==> src/hdl/prc_pkg.sv <==
// shared constants and code mapping for the regulator control register bank
package prc_pkg;

  // register addresses
  localparam logic [4:0] ADDR_REG3_VOLT = 5'h00;
  localparam logic [4:0] ADDR_REG1_VOLT = 5'h07;
  localparam logic [4:0] ADDR_REG2_VOLT = 5'h08;
  localparam logic [4:0] ADDR_REG3_SLEEP = 5'h09;
  localparam logic [4:0] ADDR_REG_CTRL = 5'h0a;
  localparam logic [4:0] ADDR_LIN_CTRL = 5'h0b;
  localparam logic [4:0] ADDR_STATUS = 5'h0d;
  localparam logic [4:0] ADDR_MISC_CTRL = 5'h0e;

  // reset values
  localparam logic [6:0] RST_REG3_VOLT = 7'h7f;
  localparam logic [5:0] RST_REG12_VOLT = 6'h12;
  localparam logic [6:0] RST_REG3_SLEEP = 7'h7f;
  localparam logic [7:0] RST_REG_CTRL = 8'h83;
  localparam logic RST_LIN_ON = 1'b1;
  localparam logic RST_OSC_OFF = 1'b0;

  // field positions
  localparam int CTRL_REG3_ON = 7;
  localparam int CTRL_PWM1 = 4;
  localparam int CTRL_PWM2 = 3;
  localparam int CTRL_PWM3 = 2;
  localparam int CTRL_REG1_ON = 1;
  localparam int CTRL_REG2_ON = 0;
  localparam int LIN_ON = 0;
  localparam int MISC_OSC_OFF = 1;
  localparam int ST_LIN_GOOD = 4;
  localparam int ST_REG3_GOOD = 3;
  localparam int ST_REG2_GOOD = 2;
  localparam int ST_REG1_GOOD = 1;
  localparam int ST_POWER_GOOD = 0;

  // serial frame: start bit, read flag, 5 address bits, 8 data bits
  localparam logic [3:0] FRAME_LAST = 4'he;
  localparam logic [3:0] HDR_LAST = 4'h6;

  // voltage mapping in millivolts
  localparam logic [11:0] R12_BASE_MV = 12'd900;
  localparam logic [11:0] R12_STEP_MV = 12'd50;
  localparam logic [5:0] R12_TOP_CODE = 6'h32;
  localparam logic [11:0] R12_MAX_MV = 12'd3400;
  localparam logic [11:0] R3_BASE_MV = 12'd865;
  localparam logic [11:0] R3_STEP_MV = 12'd5;

  function automatic logic [11:0] prc_r12_mv(input logic [5:0] code);
    logic [11:0] mv;
    mv = R12_BASE_MV + R12_STEP_MV * {6'h00, code};
    if (code >= R12_TOP_CODE) begin
      mv = R12_MAX_MV;
    end
    return mv;
  endfunction

  function automatic logic [11:0] prc_r3_mv(input logic [6:0] code);
    return R3_BASE_MV + R3_STEP_MV * {5'h00, code};
  endfunction

endpackage

==> src/hdl/prc_regs.sv <==
// regulator control register bank with its serial register port
// How it works
// RULE_01 - control bit 4 set forces regulator one into PWM mode
// RULE_02 - control bit 3 set forces regulator two into PWM; resets to zero
// RULE_03 - control bit 2 set forces regulator three into PWM; resets to zero
// RULE_04 - control bit 1 enables regulator one; resets to one
// RULE_05 - control bit 0 enables regulator two; resets to one
// RULE_06 - status bit 4 shows linear regulator above ninety percent; status ignores writes
// RULE_07 - status bit 3 shows regulator three above ninety percent
// RULE_08 - status bit 2 shows regulator two above ninety percent
// RULE_09 - status bit 1 shows regulator one above ninety percent
// RULE_10 - codes for regulators one and two: 0.9 V plus 50 mV steps, 3.4 V cap
// RULE_11 - sleep voltage register holds seven-bit regulator three code, resets to 0x7f
// RULE_12 - regulator three code: 0.865 V plus 5 mV steps up to 1.5 V
// RULE_13 - power good held low while regulator three is disabled
// RULE_14 - sleep entry ends by stopping the oscillator through misc bit 1
// RULE_15 - linear regulator enable bit switches it on or off; resets to on
// RULE_16 - control bit 7 enables regulator three; resets to one
// RULE_17 - status bit 0 mirrors power good pin; reserved bits read zero
`timescale 1ns/100ps
module prc_regs (
  // clock and reset
  input wire logic clk_i,
  input wire logic sys_rst_i,
  // serial register port
  input wire logic spi_cs_n_i,
  input wire logic spi_clk_i,
  input wire logic spi_di_i,
  output logic spi_do_o,
  // sleep pin and output comparators
  input wire logic device_sleep_pin_i,
  input wire logic reg1_good_i,
  input wire logic reg2_good_i,
  input wire logic reg3_good_i,
  input wire logic linear_reg_good_i,
  // regulator controls
  output logic reg1_on_o,
  output logic reg2_on_o,
  output logic reg3_on_o,
  output logic reg1_force_pwm_sel_o,
  output logic reg2_force_pwm_sel_o,
  output logic reg3_force_pwm_sel_o,
  output logic linear_reg_on_o,
  output logic osc_off_o,
  output logic power_good_o,
  // target voltages in millivolts
  output logic [11:0] reg1_target_mv_o,
  output logic [11:0] reg2_target_mv_o,
  output logic [11:0] reg3_target_mv_o
);

  ////////////////////////////////////////////////////////////////////////////////
  // input synchronisers: bit 0 chip select, 1 clock, 2 data, 3 sleep, 4..7 good

  localparam logic [7:0] SYNC_RST = 8'h01;

  logic [7:0] in_raw;
  logic [7:0] sync1;
  logic [7:0] sync2;
  logic [7:0] sync3;
  logic [7:0] filt;
  logic [7:0] filt_d;

  assign in_raw = {linear_reg_good_i, reg3_good_i, reg2_good_i, reg1_good_i,
                   device_sleep_pin_i, spi_di_i, spi_clk_i, spi_cs_n_i};

  always_ff @(posedge clk_i or posedge sys_rst_i) begin
    if (sys_rst_i) begin
      sync1 <= SYNC_RST;
      sync2 <= SYNC_RST;
      sync3 <= SYNC_RST;
      filt <= SYNC_RST;
      filt_d <= SYNC_RST;
    end else begin
      sync1 <= in_raw;
      sync2 <= sync1;
      sync3 <= sync2;
      filt <= (sync3 & ~(sync2 ^ sync3)) | (filt & (sync2 ^ sync3));
      filt_d <= filt;
    end
  end

  logic cs_act;
  logic sck_rise;
  logic sck_fall;
  logic sleep_q;
  logic r1_good;
  logic r2_good;
  logic r3_good;
  logic lin_good;

  assign cs_act = ~filt[0];
  assign sck_rise = cs_act & filt[1] & ~filt_d[1];
  assign sck_fall = cs_act & ~filt[1] & filt_d[1];
  assign sleep_q = filt[3];
  assign r1_good = filt[4];
  assign r2_good = filt[5];
  assign r3_good = filt[6];
  assign lin_good = filt[7];

  ////////////////////////////////////////////////////////////////////////////////
  // serial frame decode

  logic [3:0] bit_cnt;
  logic [13:0] shift_in;
  logic [14:0] frame_next;
  logic wr_stb;
  logic hdr_done;
  logic rd_req;
  logic rd_act;
  logic [7:0] rd_shift;
  logic [7:0] rd_data;

  assign frame_next = {shift_in, filt[2]};
  assign wr_stb = sck_rise && bit_cnt == prc_pkg::FRAME_LAST && frame_next[14] && !frame_next[13];
  assign hdr_done = sck_rise && bit_cnt == prc_pkg::HDR_LAST;
  assign rd_req = hdr_done && frame_next[6] && frame_next[5];

  always_ff @(posedge clk_i or posedge sys_rst_i) begin
    if (sys_rst_i) begin
      bit_cnt <= 4'h0;
      shift_in <= 14'h0000;
    end else if (!cs_act) begin
      bit_cnt <= 4'h0;
    end else if (sck_rise) begin
      shift_in <= frame_next[13:0];
      if (bit_cnt != 4'hf) begin
        bit_cnt <= bit_cnt + 4'h1;
      end
    end
  end

  always_ff @(posedge clk_i or posedge sys_rst_i) begin
    if (sys_rst_i) begin
      rd_act <= 1'b0;
      rd_shift <= 8'h00;
      spi_do_o <= 1'b0;
    end else if (!cs_act) begin
      rd_act <= 1'b0;
      spi_do_o <= 1'b0;
    end else if (rd_req) begin
      rd_act <= 1'b1;
      rd_shift <= rd_data;
    end else if (sck_fall && rd_act && bit_cnt > prc_pkg::HDR_LAST) begin
      spi_do_o <= rd_shift[7];
      rd_shift <= {rd_shift[6:0], 1'b0};
    end
  end

  ////////////////////////////////////////////////////////////////////////////////
  // registers

  logic [6:0] reg3_code;
  logic [5:0] reg1_code;
  logic [5:0] reg2_code;
  logic [6:0] reg3_sleep_code;
  logic [4:0] wr_addr;
  logic [7:0] wr_data;

  assign wr_addr = frame_next[12:8];
  assign wr_data = frame_next[7:0];

  always_ff @(posedge clk_i or posedge sys_rst_i) begin
    if (sys_rst_i) begin
      reg3_code <= prc_pkg::RST_REG3_VOLT;
      reg1_code <= prc_pkg::RST_REG12_VOLT;
      reg2_code <= prc_pkg::RST_REG12_VOLT;
      reg3_sleep_code <= prc_pkg::RST_REG3_SLEEP;
    end else if (wr_stb) begin
      if (wr_addr == prc_pkg::ADDR_REG3_VOLT) begin
        reg3_code <= wr_data[6:0];
      end
      if (wr_addr == prc_pkg::ADDR_REG1_VOLT) begin
        reg1_code <= wr_data[5:0];
      end
      if (wr_addr == prc_pkg::ADDR_REG2_VOLT) begin
        reg2_code <= wr_data[5:0];
      end
      if (wr_addr == prc_pkg::ADDR_REG3_SLEEP) begin
        reg3_sleep_code <= wr_data[6:0]; // RULE_11
      end
    end
  end

  always_ff @(posedge clk_i or posedge sys_rst_i) begin
    if (sys_rst_i) begin
      reg3_on_o <= prc_pkg::RST_REG_CTRL[prc_pkg::CTRL_REG3_ON];
      reg1_force_pwm_sel_o <= prc_pkg::RST_REG_CTRL[prc_pkg::CTRL_PWM1];
      reg2_force_pwm_sel_o <= prc_pkg::RST_REG_CTRL[prc_pkg::CTRL_PWM2];
      reg3_force_pwm_sel_o <= prc_pkg::RST_REG_CTRL[prc_pkg::CTRL_PWM3];
      reg1_on_o <= prc_pkg::RST_REG_CTRL[prc_pkg::CTRL_REG1_ON];
      reg2_on_o <= prc_pkg::RST_REG_CTRL[prc_pkg::CTRL_REG2_ON];
    end else if (wr_stb && wr_addr == prc_pkg::ADDR_REG_CTRL) begin
      reg3_on_o <= wr_data[prc_pkg::CTRL_REG3_ON]; // RULE_16
      reg1_force_pwm_sel_o <= wr_data[prc_pkg::CTRL_PWM1]; // RULE_01
      reg2_force_pwm_sel_o <= wr_data[prc_pkg::CTRL_PWM2]; // RULE_02
      reg3_force_pwm_sel_o <= wr_data[prc_pkg::CTRL_PWM3]; // RULE_03
      reg1_on_o <= wr_data[prc_pkg::CTRL_REG1_ON]; // RULE_04
      reg2_on_o <= wr_data[prc_pkg::CTRL_REG2_ON]; // RULE_05
    end
  end

  always_ff @(posedge clk_i or posedge sys_rst_i) begin
    if (sys_rst_i) begin
      linear_reg_on_o <= prc_pkg::RST_LIN_ON;
      osc_off_o <= prc_pkg::RST_OSC_OFF;
    end else if (wr_stb) begin
      if (wr_addr == prc_pkg::ADDR_LIN_CTRL) begin
        linear_reg_on_o <= wr_data[prc_pkg::LIN_ON]; // RULE_15
      end
      if (wr_addr == prc_pkg::ADDR_MISC_CTRL) begin
        osc_off_o <= wr_data[prc_pkg::MISC_OSC_OFF]; // RULE_14
      end
    end
  end

  ////////////////////////////////////////////////////////////////////////////////
  // read data, reserved bits zero, status not writable

  always_comb begin
    rd_data = 8'h00;
    unique case (frame_next[4:0])
      prc_pkg::ADDR_REG3_VOLT: rd_data = {1'b0, reg3_code};
      prc_pkg::ADDR_REG1_VOLT: rd_data = {2'b00, reg1_code};
      prc_pkg::ADDR_REG2_VOLT: rd_data = {2'b00, reg2_code};
      prc_pkg::ADDR_REG3_SLEEP: rd_data = {1'b0, reg3_sleep_code}; // RULE_17
      prc_pkg::ADDR_REG_CTRL: begin
        rd_data[prc_pkg::CTRL_REG3_ON] = reg3_on_o;
        rd_data[prc_pkg::CTRL_PWM1] = reg1_force_pwm_sel_o;
        rd_data[prc_pkg::CTRL_PWM2] = reg2_force_pwm_sel_o;
        rd_data[prc_pkg::CTRL_PWM3] = reg3_force_pwm_sel_o;
        rd_data[prc_pkg::CTRL_REG1_ON] = reg1_on_o;
        rd_data[prc_pkg::CTRL_REG2_ON] = reg2_on_o;
      end
      prc_pkg::ADDR_LIN_CTRL: rd_data[prc_pkg::LIN_ON] = linear_reg_on_o;
      prc_pkg::ADDR_STATUS: begin
        rd_data[prc_pkg::ST_LIN_GOOD] = lin_good; // RULE_06
        rd_data[prc_pkg::ST_REG3_GOOD] = r3_good; // RULE_07
        rd_data[prc_pkg::ST_REG2_GOOD] = r2_good; // RULE_08
        rd_data[prc_pkg::ST_REG1_GOOD] = r1_good; // RULE_09
        rd_data[prc_pkg::ST_POWER_GOOD] = power_good_o; // RULE_17
      end
      prc_pkg::ADDR_MISC_CTRL: rd_data[prc_pkg::MISC_OSC_OFF] = osc_off_o;
      default: rd_data = 8'h00;
    endcase
  end

  ////////////////////////////////////////////////////////////////////////////////
  // power good and target voltages

  always_ff @(posedge clk_i or posedge sys_rst_i) begin
    if (sys_rst_i) begin
      power_good_o <= 1'b0;
    end else begin
      power_good_o <= reg3_on_o && r3_good && (r2_good || !reg2_on_o) && // RULE_13
                      (r1_good || !reg1_on_o) && (lin_good || !linear_reg_on_o);
    end
  end

  always_ff @(posedge clk_i or posedge sys_rst_i) begin
    if (sys_rst_i) begin
      reg1_target_mv_o <= 12'h000;
      reg2_target_mv_o <= 12'h000;
      reg3_target_mv_o <= 12'h000;
    end else begin
      reg1_target_mv_o <= prc_pkg::prc_r12_mv(reg1_code); // RULE_10
      reg2_target_mv_o <= prc_pkg::prc_r12_mv(reg2_code); // RULE_10
      reg3_target_mv_o <= prc_pkg::prc_r3_mv(sleep_q ? reg3_sleep_code : reg3_code); // RULE_12
    end
  end

  logic ctrl_wr;
  logic st_rd;
  assign ctrl_wr = wr_stb && wr_addr == prc_pkg::ADDR_REG_CTRL;
  assign st_rd = rd_req && frame_next[4:0] == prc_pkg::ADDR_STATUS;
endmodule // prc_regs

==> config.mk <==
export PLATFORM = sky130hd
export DESIGN_NAME = prc_regs
export DESIGN_NICKNAME = d
export VERILOG_FILES = /design/src/hdl/prc_pkg.sv /design/src/hdl/prc_regs.sv
export SDC_FILE = /design/constraint.sdc
export NUM_CORES = 1
export LEC_CHECK = 0
export ABC_AREA = 1
export BUFFER_PORTS_ARGS = -buffer_cell sky130_fd_sc_hd__buf_2
export CORE_ASPECT_RATIO = 0.9
export CORE_UTILIZATION = 47
export CTS_CLUSTER_DIAMETER = 50
export CTS_CLUSTER_SIZE = 10
export DETAILED_ROUTE_END_ITERATION = 8
export SLEW_MARGIN = 20
export SYNTH_ARGS = -nofsm -noshare
export SYNTH_HDL_FRONTEND = slang
export SYNTH_SLANG_ARGS = --single-unit
==> constraint.sdc <==
create_clock -name clk_i -period 8.2 [get_ports clk_i]
set_input_delay 0 -clock clk_i [delete_from_list [all_inputs] [get_ports clk_i]]
set_output_delay 0 -clock clk_i [all_outputs]
set_load 0.05 [all_outputs]
# Word level (Yosys, flattened, before mapping)
# Cells that the tools add are included.
[classes]
n_addsub = 4
n_eq_ne = 17
multipliers = 3
muxes = 18
bitwise_logic = 12
n_lt_le_gt_ge = 3
n_reduce_logical = 37
[op_table]
columns = ["operator", "n"]
rows = [
  ["5-bit by 4-bit == test with 1-bit output, second input constant", 11],
  ["10-bit by 12-bit adder with 12-bit output, first input constant", 2],
  ["12-bit 2-to-1 mux", 2],
  ["5-bit by 6-bit multiplier with 11-bit output, first input constant", 2],
  ["2-bit AND reduction", 10],
  ["3-bit case mux with 6 select lines", 1],
  ["8-bit bitwise AND", 2],
  ["8-bit 2-to-1 mux", 2],
  ["1-bit case mux with 7 select lines", 2],
  ["1-bit logical AND", 13],
  ["6-bit >= comparator, second input constant", 2],
  ["4-bit 2-to-1 mux", 3],
  ["10-bit by 10-bit adder with 11-bit output, first input constant", 1],
  ["5-bit by 3-bit == test with 1-bit output, second input constant", 2],
  ["5-bit zero test", 2],
  ["3-bit by 7-bit multiplier with 10-bit output, first input constant", 1],
  ["2-bit nonzero test", 5],
  ["8-bit NOT", 1],
  ["8-bit bitwise OR", 1],
  ["2-bit case mux with 4 select lines", 1],
  ["8-bit bitwise XOR", 1],
  ["7-bit 2-to-1 mux", 1],
  ["1-bit 2-to-1 mux", 6],
  ["4-bit by 1-bit adder with 4-bit output, second input constant", 1],
  ["other kinds (9)", 19],
]
[totals]
register_bits = 132
in_bits = 10
out_inout_bits = 46
wordCells = 120

# Logic depth before layout (Yosys ltp)
# Gate-level depths: netlist (run 1).
[depth]
word_depth = 8
mapped_depth = 16

# Least setup slack after synthesis (run 1)
# OpenSTA, ideal clock, no wires.
[synth_path]
path_type = "flip-flop to flip-flop"
start = "reg reg1_code[1]"
end = "reg reg1_target_mv_o[11]"
t_arrival_ns = 2.531
path_stages_with_launch = 13
n_path_buf = 0
period_less_slack_ns = 2.658
path_slack_ns = 5.542
path_cell_list = "dfstp_2 > ha_1 > ha_1 > ha_1 > inv_1 > fa_1 > nor2_1 > nand3_1 > nand2_1 > inv_1 > nand3_1 > nand3_1 > nand3_1"
[synth_between]
elab_chain_len = 3
[synth_lines]
columns = ["element", "line", "source"]
rows = [
  ["start: declaration", "prc_regs.sv:154", "logic [5:0] reg1_code;"],
  ["start signal: assignment", "prc_regs.sv:166", "reg1_code <= prc_pkg::RST_REG12_VOLT;"],
  ["start signal: assignment", "prc_regs.sv:174", "reg1_code <= wr_data[5:0];"],
  ["5-bit by 6-bit multiplier with 11-bit output", "prc_pkg.sv:51", "mv = R12_BASE_MV + R12_STEP_MV * {6'h00, code};"],
  ["10-bit by 12-bit adder with 12-bit output", "prc_pkg.sv:51", ""],
  ["12-bit 2-to-1 mux *", "prc_pkg.sv:52", "if (code >= R12_TOP_CODE) begin"],
  ["end signal: assignment", "prc_regs.sv:266", "reg1_target_mv_o <= prc_pkg::prc_r12_mv(reg1_code);"],
  ["end: declaration", "prc_regs.sv:47", "output logic [11:0] reg1_target_mv_o,"],
]
# Mark *: on every way between the ends. The rest lies on a longest branch, timed or not.
# A chain may end at the register's enable or synchronous reset.

==> results of run 1 <==
cell type report:
cell class	count	area, um2	area share
timing repair buffer	62	358	0.0437
multi-input combinational	553	3250	0.397
tap	198	248	0.0303
sequential	129	3260	0.398
clock buffer	18	429	0.0524
inverter	115	434	0.0530
clock inverter	14	204	0.0249
cells by family (layout without fill, tap and decap cells):
family	after synthesis	count (layout)	synth area share
compound gates	106	106	0.0857
fa+ha+maj	79	79	0.142
buf+inv	129	209	0.0754
other cells	1	3	0.000533
flops	129	129	0.463
xor+xnor	12	12	0.0149
simple gates	353	353	0.218
placed cells by master (no fill, tap or decap), types with 3 or more instances in the layout:
| master | n |
|---|---|
| dfstp_2 | 26 |
| o21ai_1 | 11 |
| o22ai_1 | 4 |
| ha_1 | 67 |
| o21ai_2 | 11 |
| clkbuf_16 | 17 |
| inv_1 | 113 |
| conb_1 | 3 |
| nand4_1 | 13 |
| o21ai_0 | 47 |
| nor3_1 | 6 |
| o211ai_1 | 3 |
| or2_2 | 5 |
| clkinv_4 | 4 |
| dlygate4sd3_1 | 9 |
| nand2_2 | 5 |
| bufinv_16 | 4 |
| xnor2_1 | 4 |
| nor3_4 | 4 |
| nand3b_1 | 3 |
| maj3_1 | 8 |
| nand2_1 | 196 |
| xor2_1 | 8 |
| a21oi_2 | 3 |
| a21oi_1 | 24 |
| dfrtp_1 | 103 |
| nor2_1 | 74 |
| inv_6 | 3 |
| clkinvlp_4 | 3 |
| fa_1 | 4 |
| nand3_1 | 42 |
| buf_2 | 52 |
per-layer routing:
layer / vias to the layer above / global-route usage / routed length, um / part of all wire
li1: 2745 / - / - / -
met1: 2567 / 0.288 / 7100 / 0.48
met2: 128 / 0.319 / 6720 / 0.46
met3: 9 / 0.0577 / 767 / 0.052
met4: 0 / 0.0546 / 116 / 0.0079
met5: - / 0 / 0 / 0
sequential cells by signal, summed over array words and instances (netlist names), 7 cells and up, named ones only:
register          flops
sync1                 8
reg2_target_mv_o     11
shift_in             14
rd_shift              8
reg3_sleep_code       7
reg3_target_mv_o     11
sync2                 8
reg3_code             7
sync3                 8
reg1_target_mv_o     11
power by group:
part | switching [uW] | total [uW] | internal, uW
combinational | 162 | 211 | 48.6
clock | 286 | 799 | 513
sequential | 35.6 | 714 | 678
final timing paths:
kind,startpoint,end,cells after the start
min in group asynchronous,sys_rst_i,sync1[2]$_DFF_PP0_,3
worst min register to register,sync1[1]$_DFF_PP0_,sync2[1]$_DFF_PP0_,0
worst max register to register,flip-flop,reg3_target_mv_o[8]$_DFF_PP0_,10
worst max-delay path,flip-flop,reg3_target_mv_o[8]$_DFF_PP0_,10
max in group asynchronous,sys_rst_i,reg1_code[5]$_DFFE_PP0P_,4
worst min-delay path,spi_di_i,sync1[2]$_DFF_PP0_,2
critical path: cells and delay by family, from the launching register on:
family,cells,cell delay [ns]
AOI/OAI and AO/OA,3,0.88
xor gates and xnor gates,1,0.17
adders and majority gates,3,1.05
buffers and inverters,2,0.09
DFF,1,0.52
and+or+nand+nor,1,0.12
metrics by stage:
step,hold slack [ns],total power [uW],util
3_5_place_dp,0.109,931,0.509
4_1_cts,0.199,1740,0.558
3_3_place_gp,0.107,927,0.509
6_report,0.219,1720,0.558
2_1_floorplan,0.00448,872,-
5_1_grt,0.209,1800,0.558
timing repair:
action	CTS	global route
hold buffers	9	0
endpoints found under the setup margin	0	0
endpoints found under the hold margin	67	0
==> results.tsv, run 1 <==
metric	value	unit
stdcell_count	1089	
root_buffer	clkbuf_16	
grt_pass1_vias	5290	
cts.sinks	129	
power_leakage	0.00417	uW
cpPeakStageDelay	0.52	ns
yosysWarningCount	0	
synth_area_leaders	dfrtp_1 37%, ha_1 12%, nand2_1 10%, dfstp_2 9.7%, inv_1 6.1%	
drc_errors	1	
setup_tns	0	ns
required	8.53	ns
hold_viol	0	
die_w	131	um
start_util	0.480	
p_per_area	211	nW/um2
arrival	3.25	ns
dpl-instance-area	7460	um2
reg2reg_slack	5.28	ns
nets	959	
max_freq	0.343	GHz
peakVddDrop	0.000147	V
vias_per_cell	5.00	
diodes	0	
async_flop_share	1.00	
postCtsSetupRepairBufs	0	
clock_skew	0.00772	ns
grt_max_degree	72	
htreeDepth	4	
post-synth-top-count-cell	nand2_1	
tightestPinTransition	0.877	ns
avgSynthCellArea	8.70	um2
cp_max_fo	15	
ys_top_cells_by_count	196 x nand2_1, 114 x inv_1, 103 x dfrtp_1	
drv_cap	0	
status	finished, violations left	
antenna_found_initial	0	
critical_path_class	flip-flop to flip-flop	
ys.flop_type	dfrtp_1	
drive_above_1_share	0.163	
maxSlewViolCount	0	
setup_ws	5.28	ns
drt_wl_total	14700	um
fp.coreArea	14700	um2
grt_pass1_wl	24700	um
drtIter0Drc	384	
clk_path_buf_depth	2	
syn_inst	809	
pre_cts_slack	5.27	ns
syn_to_final_growth	16.3	%
pin_count	56	
cts_tree	done	
clk_pin_slew	0.06	ns
yosysSeqAreaShare	0.463	
finalCritPeriodShare	0.356	
grt_usage	0.208	
slew_headroom	0.415	
wl_per_cell	13.5	um
vias	5449	
post_cts_resize_count	0	
antenna_left	0	
die_y	118	um
fill_cells	1334	
netlist_area	7040	um2
yosysUniqueCellTypes	38	
synth-edff-count	0	
final_cell_area	8190	um2
critPathLaunchType	flip-flop	
cpMaxStageDelayCell	dfrtp_1	
period_minus_slack	2.92	ns
min-delay-path-class	input port to flip-flop	
setup_violations	0	
row_count	42	
critPathCaptureType	flip-flop	
clk_latency	0.42	ns
rsz0062_at_grt	false	
grt_overflow	0	
drtPass1Iterations	7	
io_buffers	52	
place_inst	1048	
synth_top_area_share	0.366	
violations	DRC	
synth_top_cell_by_area	dfrtp_1	
dp_hpwl	10900	um
die_area	15500	um2
ys_seq_elements	129	
gp_congestion	0.871	
cp_cell_sequence	o21ai_0, ha_1, inv_1, fa_1, inv_1, ha_1, a21oi_1, nand2_1, a21oi_1, xor2_1	
cts_buffers	17	
Power figures use the tool's default switching activity.
==> run 2, diff against run 1 <==
--- a/config.mk
+++ b/config.mk
@@ -5,13 +5,14 @@
 export SDC_FILE = /design/constraint.sdc
 export NUM_CORES = 1
 export LEC_CHECK = 0
-export ABC_AREA = 1
+export ABC_AREA = 0
 export BUFFER_PORTS_ARGS = -buffer_cell sky130_fd_sc_hd__buf_2
 export CORE_ASPECT_RATIO = 0.9
 export CORE_UTILIZATION = 47
 export CTS_CLUSTER_DIAMETER = 50
 export CTS_CLUSTER_SIZE = 10
 export DETAILED_ROUTE_END_ITERATION = 8
+export PLACE_DENSITY = 0.65
 export SLEW_MARGIN = 20
 export SYNTH_ARGS = -nofsm -noshare
 export SYNTH_HDL_FRONTEND = slang
==> constraint.sdc (replaced) <==
create_clock -name clk_i -period 2.8 [get_ports clk_i]
set_input_delay 0 -clock clk_i [delete_from_list [all_inputs] [get_ports clk_i]]
set_output_delay 0 -clock clk_i [all_outputs]
set_load 0.05 [all_outputs]
==> results.tsv, run 2 <==
metric	value	unit
grt_pass1_vias	4895	
wl_per_cell	16.2	um
critPathBufInv	0	
multi_input_area	3910	um2
p_int	3600	uW
yosysUniqueCellTypes	72	
peakVddDrop	0.000753	V
worstHoldStart	spi_di_i	
tightestPinTransition	0.892	ns
drv_cap	0	
cpPeakStageDelay	0.55	ns
pwr-share-seq	0.447	
io_buffers	52	
ys_top_cells_by_count	103 x dfrtp_1, 67 x ha_1, 65 x nand2_1	
startpoint	reg2_code[4]$_DFFE_PP1P_	
required	3.10	ns
switching_power	1140	uW
grt_usage	0.212	
slew_headroom	0.404	
top_register	shift_in	
r2r-end	reg2_target_mv_o[11]$_DFF_PP0_	
vias	4844	
clk_path_buf_depth	2	
setup_tns	0	ns
dp_hpwl	10100	um
fp.coreArea	14100	um2
cp_cell_sequence	ha_1, ha_1, ha_1, ha_4, o21a_1, o31a_1, or3_4, a41oi_2, mux2i_1	
diodes	0	
grt_max_degree	46	
hold_path_depth	2	
root_buffer	clkbuf_16	
power_leakage	0.00424	uW
start_util	0.483	
drive_above_1_share	0.412	
antenna_left	0	
synth_area_leaders	dfrtp_1 38%, ha_1 12%, dfstp_2 10%, mux2_2 6.0%, nand2_1 3.6%	
cts.sinks	129	
hold-path-endpoint	sync1[2]$_DFF_PP0_	
vias_per_cell	5.23	
die_y	116	um
final_cell_mix	99 x dfrtp_1, 65 x nand2_1, 54 x buf_4	
htreeDepth	4	
clk_pin_slew	0.06	ns
gp_congestion	0.886	
grt_pass1_wl	23900	um
r2r_start	reg2_code[4]$_DFFE_PP1P_	
cts_tree	done	
path_delay_family	adder cells	
pre_cts_slack	-0.174	ns
yosysSeqAreaShare	0.481	
drc_errors	0	
async_flop_share	1.00	
antenna_found_initial	0	
yosysWarningCount	0	
setup_ws	0.0132	ns
row_count	41	
maxSlewViolCount	0	
rsz0062_at_grt	true	
total_power	4750	uW
hold_viol	0	
p_per_area	523	nW/um2
status	finished, final reports clean	
die_area	14900	um2
mostFrequentLayoutCell	dfrtp_1	
max_freq	0.359	GHz
clk_latency	0.42	ns
die_w	129	um
arrival	3.09	ns
synth_top_cell_by_area	dfrtp_1	
critical_path_class	flip-flop to flip-flop	
p_clk_frac	0.497	
cpMaxStageDelayCell	dfstp_2	
synth-edff-count	0	
grt_overflow	0	
period_minus_slack	2.79	ns
syn_to_final_growth	33.8	%
drtIter0Drc	231	
ys.flop_type	dfrtp_1	
finalCritPeriodShare	0.995	
critPathLaunchType	flip-flop	
post-synth-top-count-cell	dfrtp_1	
synth_top_area_share	0.380	
setup_violations	0	
path_common_cell	ha_1	
avgSynthCellArea	11.4	um2
clock_skew	0.00832	ns
cp_max_fo	4	
whs	0.219	ns
syn_inst	593	
fill_cells	1090	
seqCellArea	3270	um2
drtPass1Iterations	6	
ys_seq_elements	129	
final_util	0.646	
nets	801	
reg2reg_slack	0.01	ns
critPathCaptureType	flip-flop	
min-delay-path-class	input port to flip-flop	
p_sw_frac	0.240	
netlist_area	6780	um2
combPwrFrac	0.057	
cts_buffers	17	
largest_reg_flops	14	
pin_count	56	
drt_wl_total	15000	um
worstRegToRegCells	9	
run 2: cell types whose count changed in the layout (fill, tap and decap cells not counted), sizes merged, moves of 36 or more:
cell	before	now
nand2	201	66
o21ai	69	20
mux2	0	36
buf	53	114
nor2	75	27
inv	118	43
run 2: area by class of cell:
type	count	area share
Clock buffer	21	0.0507
Clock inverter	11	0.0193
Inverter	41	0.0176
Multi-Input combinational cell	408	0.431
Sequential cell	129	0.360
Tap cell	193	0.0266
Timing Repair Buffer	123	0.0951
run 2: per-stage QoR:
stage	instances	area [um2]
6_report	926	9080
3_5_place_dp	878	7670
5_1_grt	926	9080
3_3_place_gp	878	7670
2_1_floorplan	595	6810
4_1_cts	920	8660
run 2: cell families (layout without fill, tap and decap cells):
| logic type | after synthesis | after routing | synth area share |
|---|---|---|---|
| other cells | 1 | 3 | 0.000553 |
| flops | 129 | 129 | 0.481 |
| buf+inv | 58 | 196 | 0.0345 |
| mux | 55 | 55 | 0.0878 |
| simple gates | 159 | 159 | 0.126 |
| compound gates | 89 | 89 | 0.0941 |
| xor+xnor | 23 | 23 | 0.0297 |
| fa+ha+maj | 79 | 79 | 0.147 |
run 2: worst register-to-register path: cells and delay by family (launching register included):
family,cells,cell delay (ns)
AOI/OAI and AO/OA,3,0.50
DFF,1,0.55
muxes,1,0.09
and+or+nand+nor,1,0.40
adders and majority gates,4,1.13
run 2: repair_timing:
item / 4_1_cts / 5_1_grt
hold buffers: 9 / 0
endpoints found under the setup margin: 12 / 12
cloned: 0 / 0
pin swaps: 9 / 26
setup buffers: 1 / 6
gates resized for setup: 34 / 64
hold endpoints to repair: 32 / 0
run 2: per-layer routing:
| metal | vias up | part of all wire | track usage |
|---|---|---|---|
| li1 | 2344 | - | - |
| met4 | 0 | 0.015 | 0.0839 |
| met1 | 2374 | 0.45 | 0.268 |
| met5 | - | 0 | 0 |
| met2 | 107 | 0.49 | 0.349 |
| met3 | 19 | 0.039 | 0.0540 |
run 2: power by group through the flow:
stage	clock (uW)	combinational, uW	sequential, uW
global placement	0	247	2140
detailed placement	0	257	2150
CTS	2410	268	2110
global route	2480	303	2130
floorplan	0	258	2040
finish	2360	270	2120
run 2: worst max path at each step:
stage,slack [ns],depth (start not counted),endpoint
final,0.01,9,reg2_target_mv_o[11]$_DFF_PP0_
after detailed placement,-0.17,10,reg1_target_mv_o[11]$_DFF_PP0_
after global routing,-0.09,12,reg2_target_mv_o[11]$_DFF_PP0_
after CTS,0.0007,10,reg3_target_mv_o[10]$_DFF_PP0_
after global placement,-0.14,10,reg1_target_mv_o[11]$_DFF_PP0_
after floorplan,-0.06,10,reg1_target_mv_o[11]$_DFF_PP0_
==> run 3, diff against run 2 <==
--- a/config.mk
+++ b/config.mk
@@ -12,7 +12,8 @@
 export CTS_CLUSTER_DIAMETER = 50
 export CTS_CLUSTER_SIZE = 10
 export DETAILED_ROUTE_END_ITERATION = 8
-export PLACE_DENSITY = 0.65
+export PLACE_DENSITY = 0.72
+export RECOVER_POWER = 25
 export SLEW_MARGIN = 20
 export SYNTH_ARGS = -nofsm -noshare
 export SYNTH_HDL_FRONTEND = slang
==> results.tsv, run 3 (same netlist as run 2, synthesis figures left out) <==
metric	value	unit
drtPass1Iterations	6	
start_util	0.483	
tightestPinTransition	1.81	ns
max_freq	0.354	GHz
wl_per_cell	16.6	um
grtUsageMet2	0.363	
final_cell_mix	102 x dfrtp_1, 65 x nand2_1, 64 x buf_4	
antenna_left	0	
setup_violations	2	
pin_count	56	
antenna_found_initial	0	
die_y	116	um
top_register	shift_in	
rsz0062_at_grt	true	
finalCritPeriodShare	1.01	
drv_cap	1	
mostFrequentLayoutCell	dfrtp_1	
grt_pass1_wl	24400	um
period_minus_slack	2.82	ns
clk_latency	0.42	ns
met1_usage	0.267	
drive_above_1_share	0.403	
required	3.15	ns
reg2reg_slack	-0.02	ns
final_util	0.642	
setup_tns	-0.0309	ns
nets	808	
drtIter0Drc	288	
slew_headroom	-0.211	
diodes	0	
io_buffers	52	
maxSlewViolCount	40	
stdcell_count	933	
grt_pass1_vias	5034	
critPathLaunchType	flip-flop	
top_usage_layer	met2	
setup_ws	-0.0225	ns
power_leakage	0.00424	uW
hold_viol	0	
min-delay-path-class	input port to flip-flop	
pre_cts_slack	-0.187	ns
clk_path_buf_depth	2	
dp_hpwl	10100	um
total_power	4480	uW
root_buffer	clkbuf_16	
clk_pin_slew	0.06	ns
gp_congestion	0.901	
drt_wl_total	15500	um
grt_overflow	0	
critPathCaptureType	flip-flop	
vias_per_cell	5.31	
die_area	14900	um2
vias	4952	
die_w	129	um
syn_to_final_growth	33.1	%
row_count	41	
use_met3	0.0572	
cts_tree	done	
cts.sinks	129	
cts_buffers	17	
fp.coreArea	14100	um2
largest_reg_flops	14	
status	finished, violations left	
grt_max_degree	70	
htreeDepth	4	
drc_errors	0	
p_per_area	496	nW/um2
critical_path_class	flip-flop to flip-flop	
clock_skew	0.00803	ns
violations	capacitance limit, slew limit, setup timing	
place_inst	877	
cp_max_fo	5	
grt_usage	0.214	
peakVddDrop	0.000461	V
arrival	3.17	ns
[run 3: cell count changes in the layout (fill, tap and decap cells not counted), sizes merged]
cell,change
inv,+4
buf,+4
clkinvlp,+1
clkinv,+2
bufinv,-4
[run 3: timing repair]
item,CTS,global route
pin swaps,14,17
gates cloned,0,0
gates resized for setup,34,62
hold endpoints to repair,38,0
buffers inserted,5,10
hold buffers,9,0
setup endpoints to repair,12,13
[run 3: per-stage QoR]
step	hold WS (ns)	area (um2)
global placement	0.105	7650
CTS	0.199	8510
finish	0.216	9030
global route	0.201	9030
detailed placement	0.107	7650
floorplan	0.00448	6810
[run 3: report_power, final]
group,switching (uW),internal (uW)
clock,900,1180
combinational,156,112
sequential,186,1940
[run 3: layout make-up]
| class | instances | area [um2] |
|---|---|---|
| Fill cell | 1106 | 5030 |
| Multi-Input combinational cell | 408 | 3910 |
| Sequential cell | 129 | 3260 |
| Timing Repair Buffer | 130 | 892 |
| Clock buffer | 18 | 439 |
| Tap cell | 193 | 241 |
| Inverter | 41 | 158 |
| Clock inverter | 14 | 123 |
[run 3: metal layers]
metal  up-vias  wire length [um]
li1       2358                 -
met1      2465              6790
met2       106              7880
met3        23               621
met4         0               235
met5         -                 0
[run 3: path summary, 6_finish.rpt]
kind                                                       end                      from  depth (start not counted)
worst max-delay path            reg2_target_mv_o[11]$_DFF_PP0_  reg2_code[1]$_DFFE_PP1P_                         12
worst min-delay path                        sync1[4]$_DFF_PP0_               reg1_good_i                          2
worst max register to register  reg2_target_mv_o[11]$_DFF_PP0_  reg2_code[1]$_DFFE_PP1P_                         12
worst min register to register              sync2[3]$_DFF_PP0_        sync1[3]$_DFF_PP0_                          0
max in group asynchronous             reg3_code[0]$_DFFE_PP1P_                 sys_rst_i                          4
min in group asynchronous           asynchronous set/reset pin                 sys_rst_i                          3
[run 3: worst max-delay path: stages (launching register included)]
cell	delay, ns
dfstp_2	0.57
buf_6	0.14
ha_4	0.20
inv_4	0.05
ha_4	0.19
ha_4	0.16
inv_2	0.05
fa_2	0.27
nor2b_2	0.07
o31a_1	0.34
or3_4	0.41
and4b_1	0.18
mux2i_1	0.12
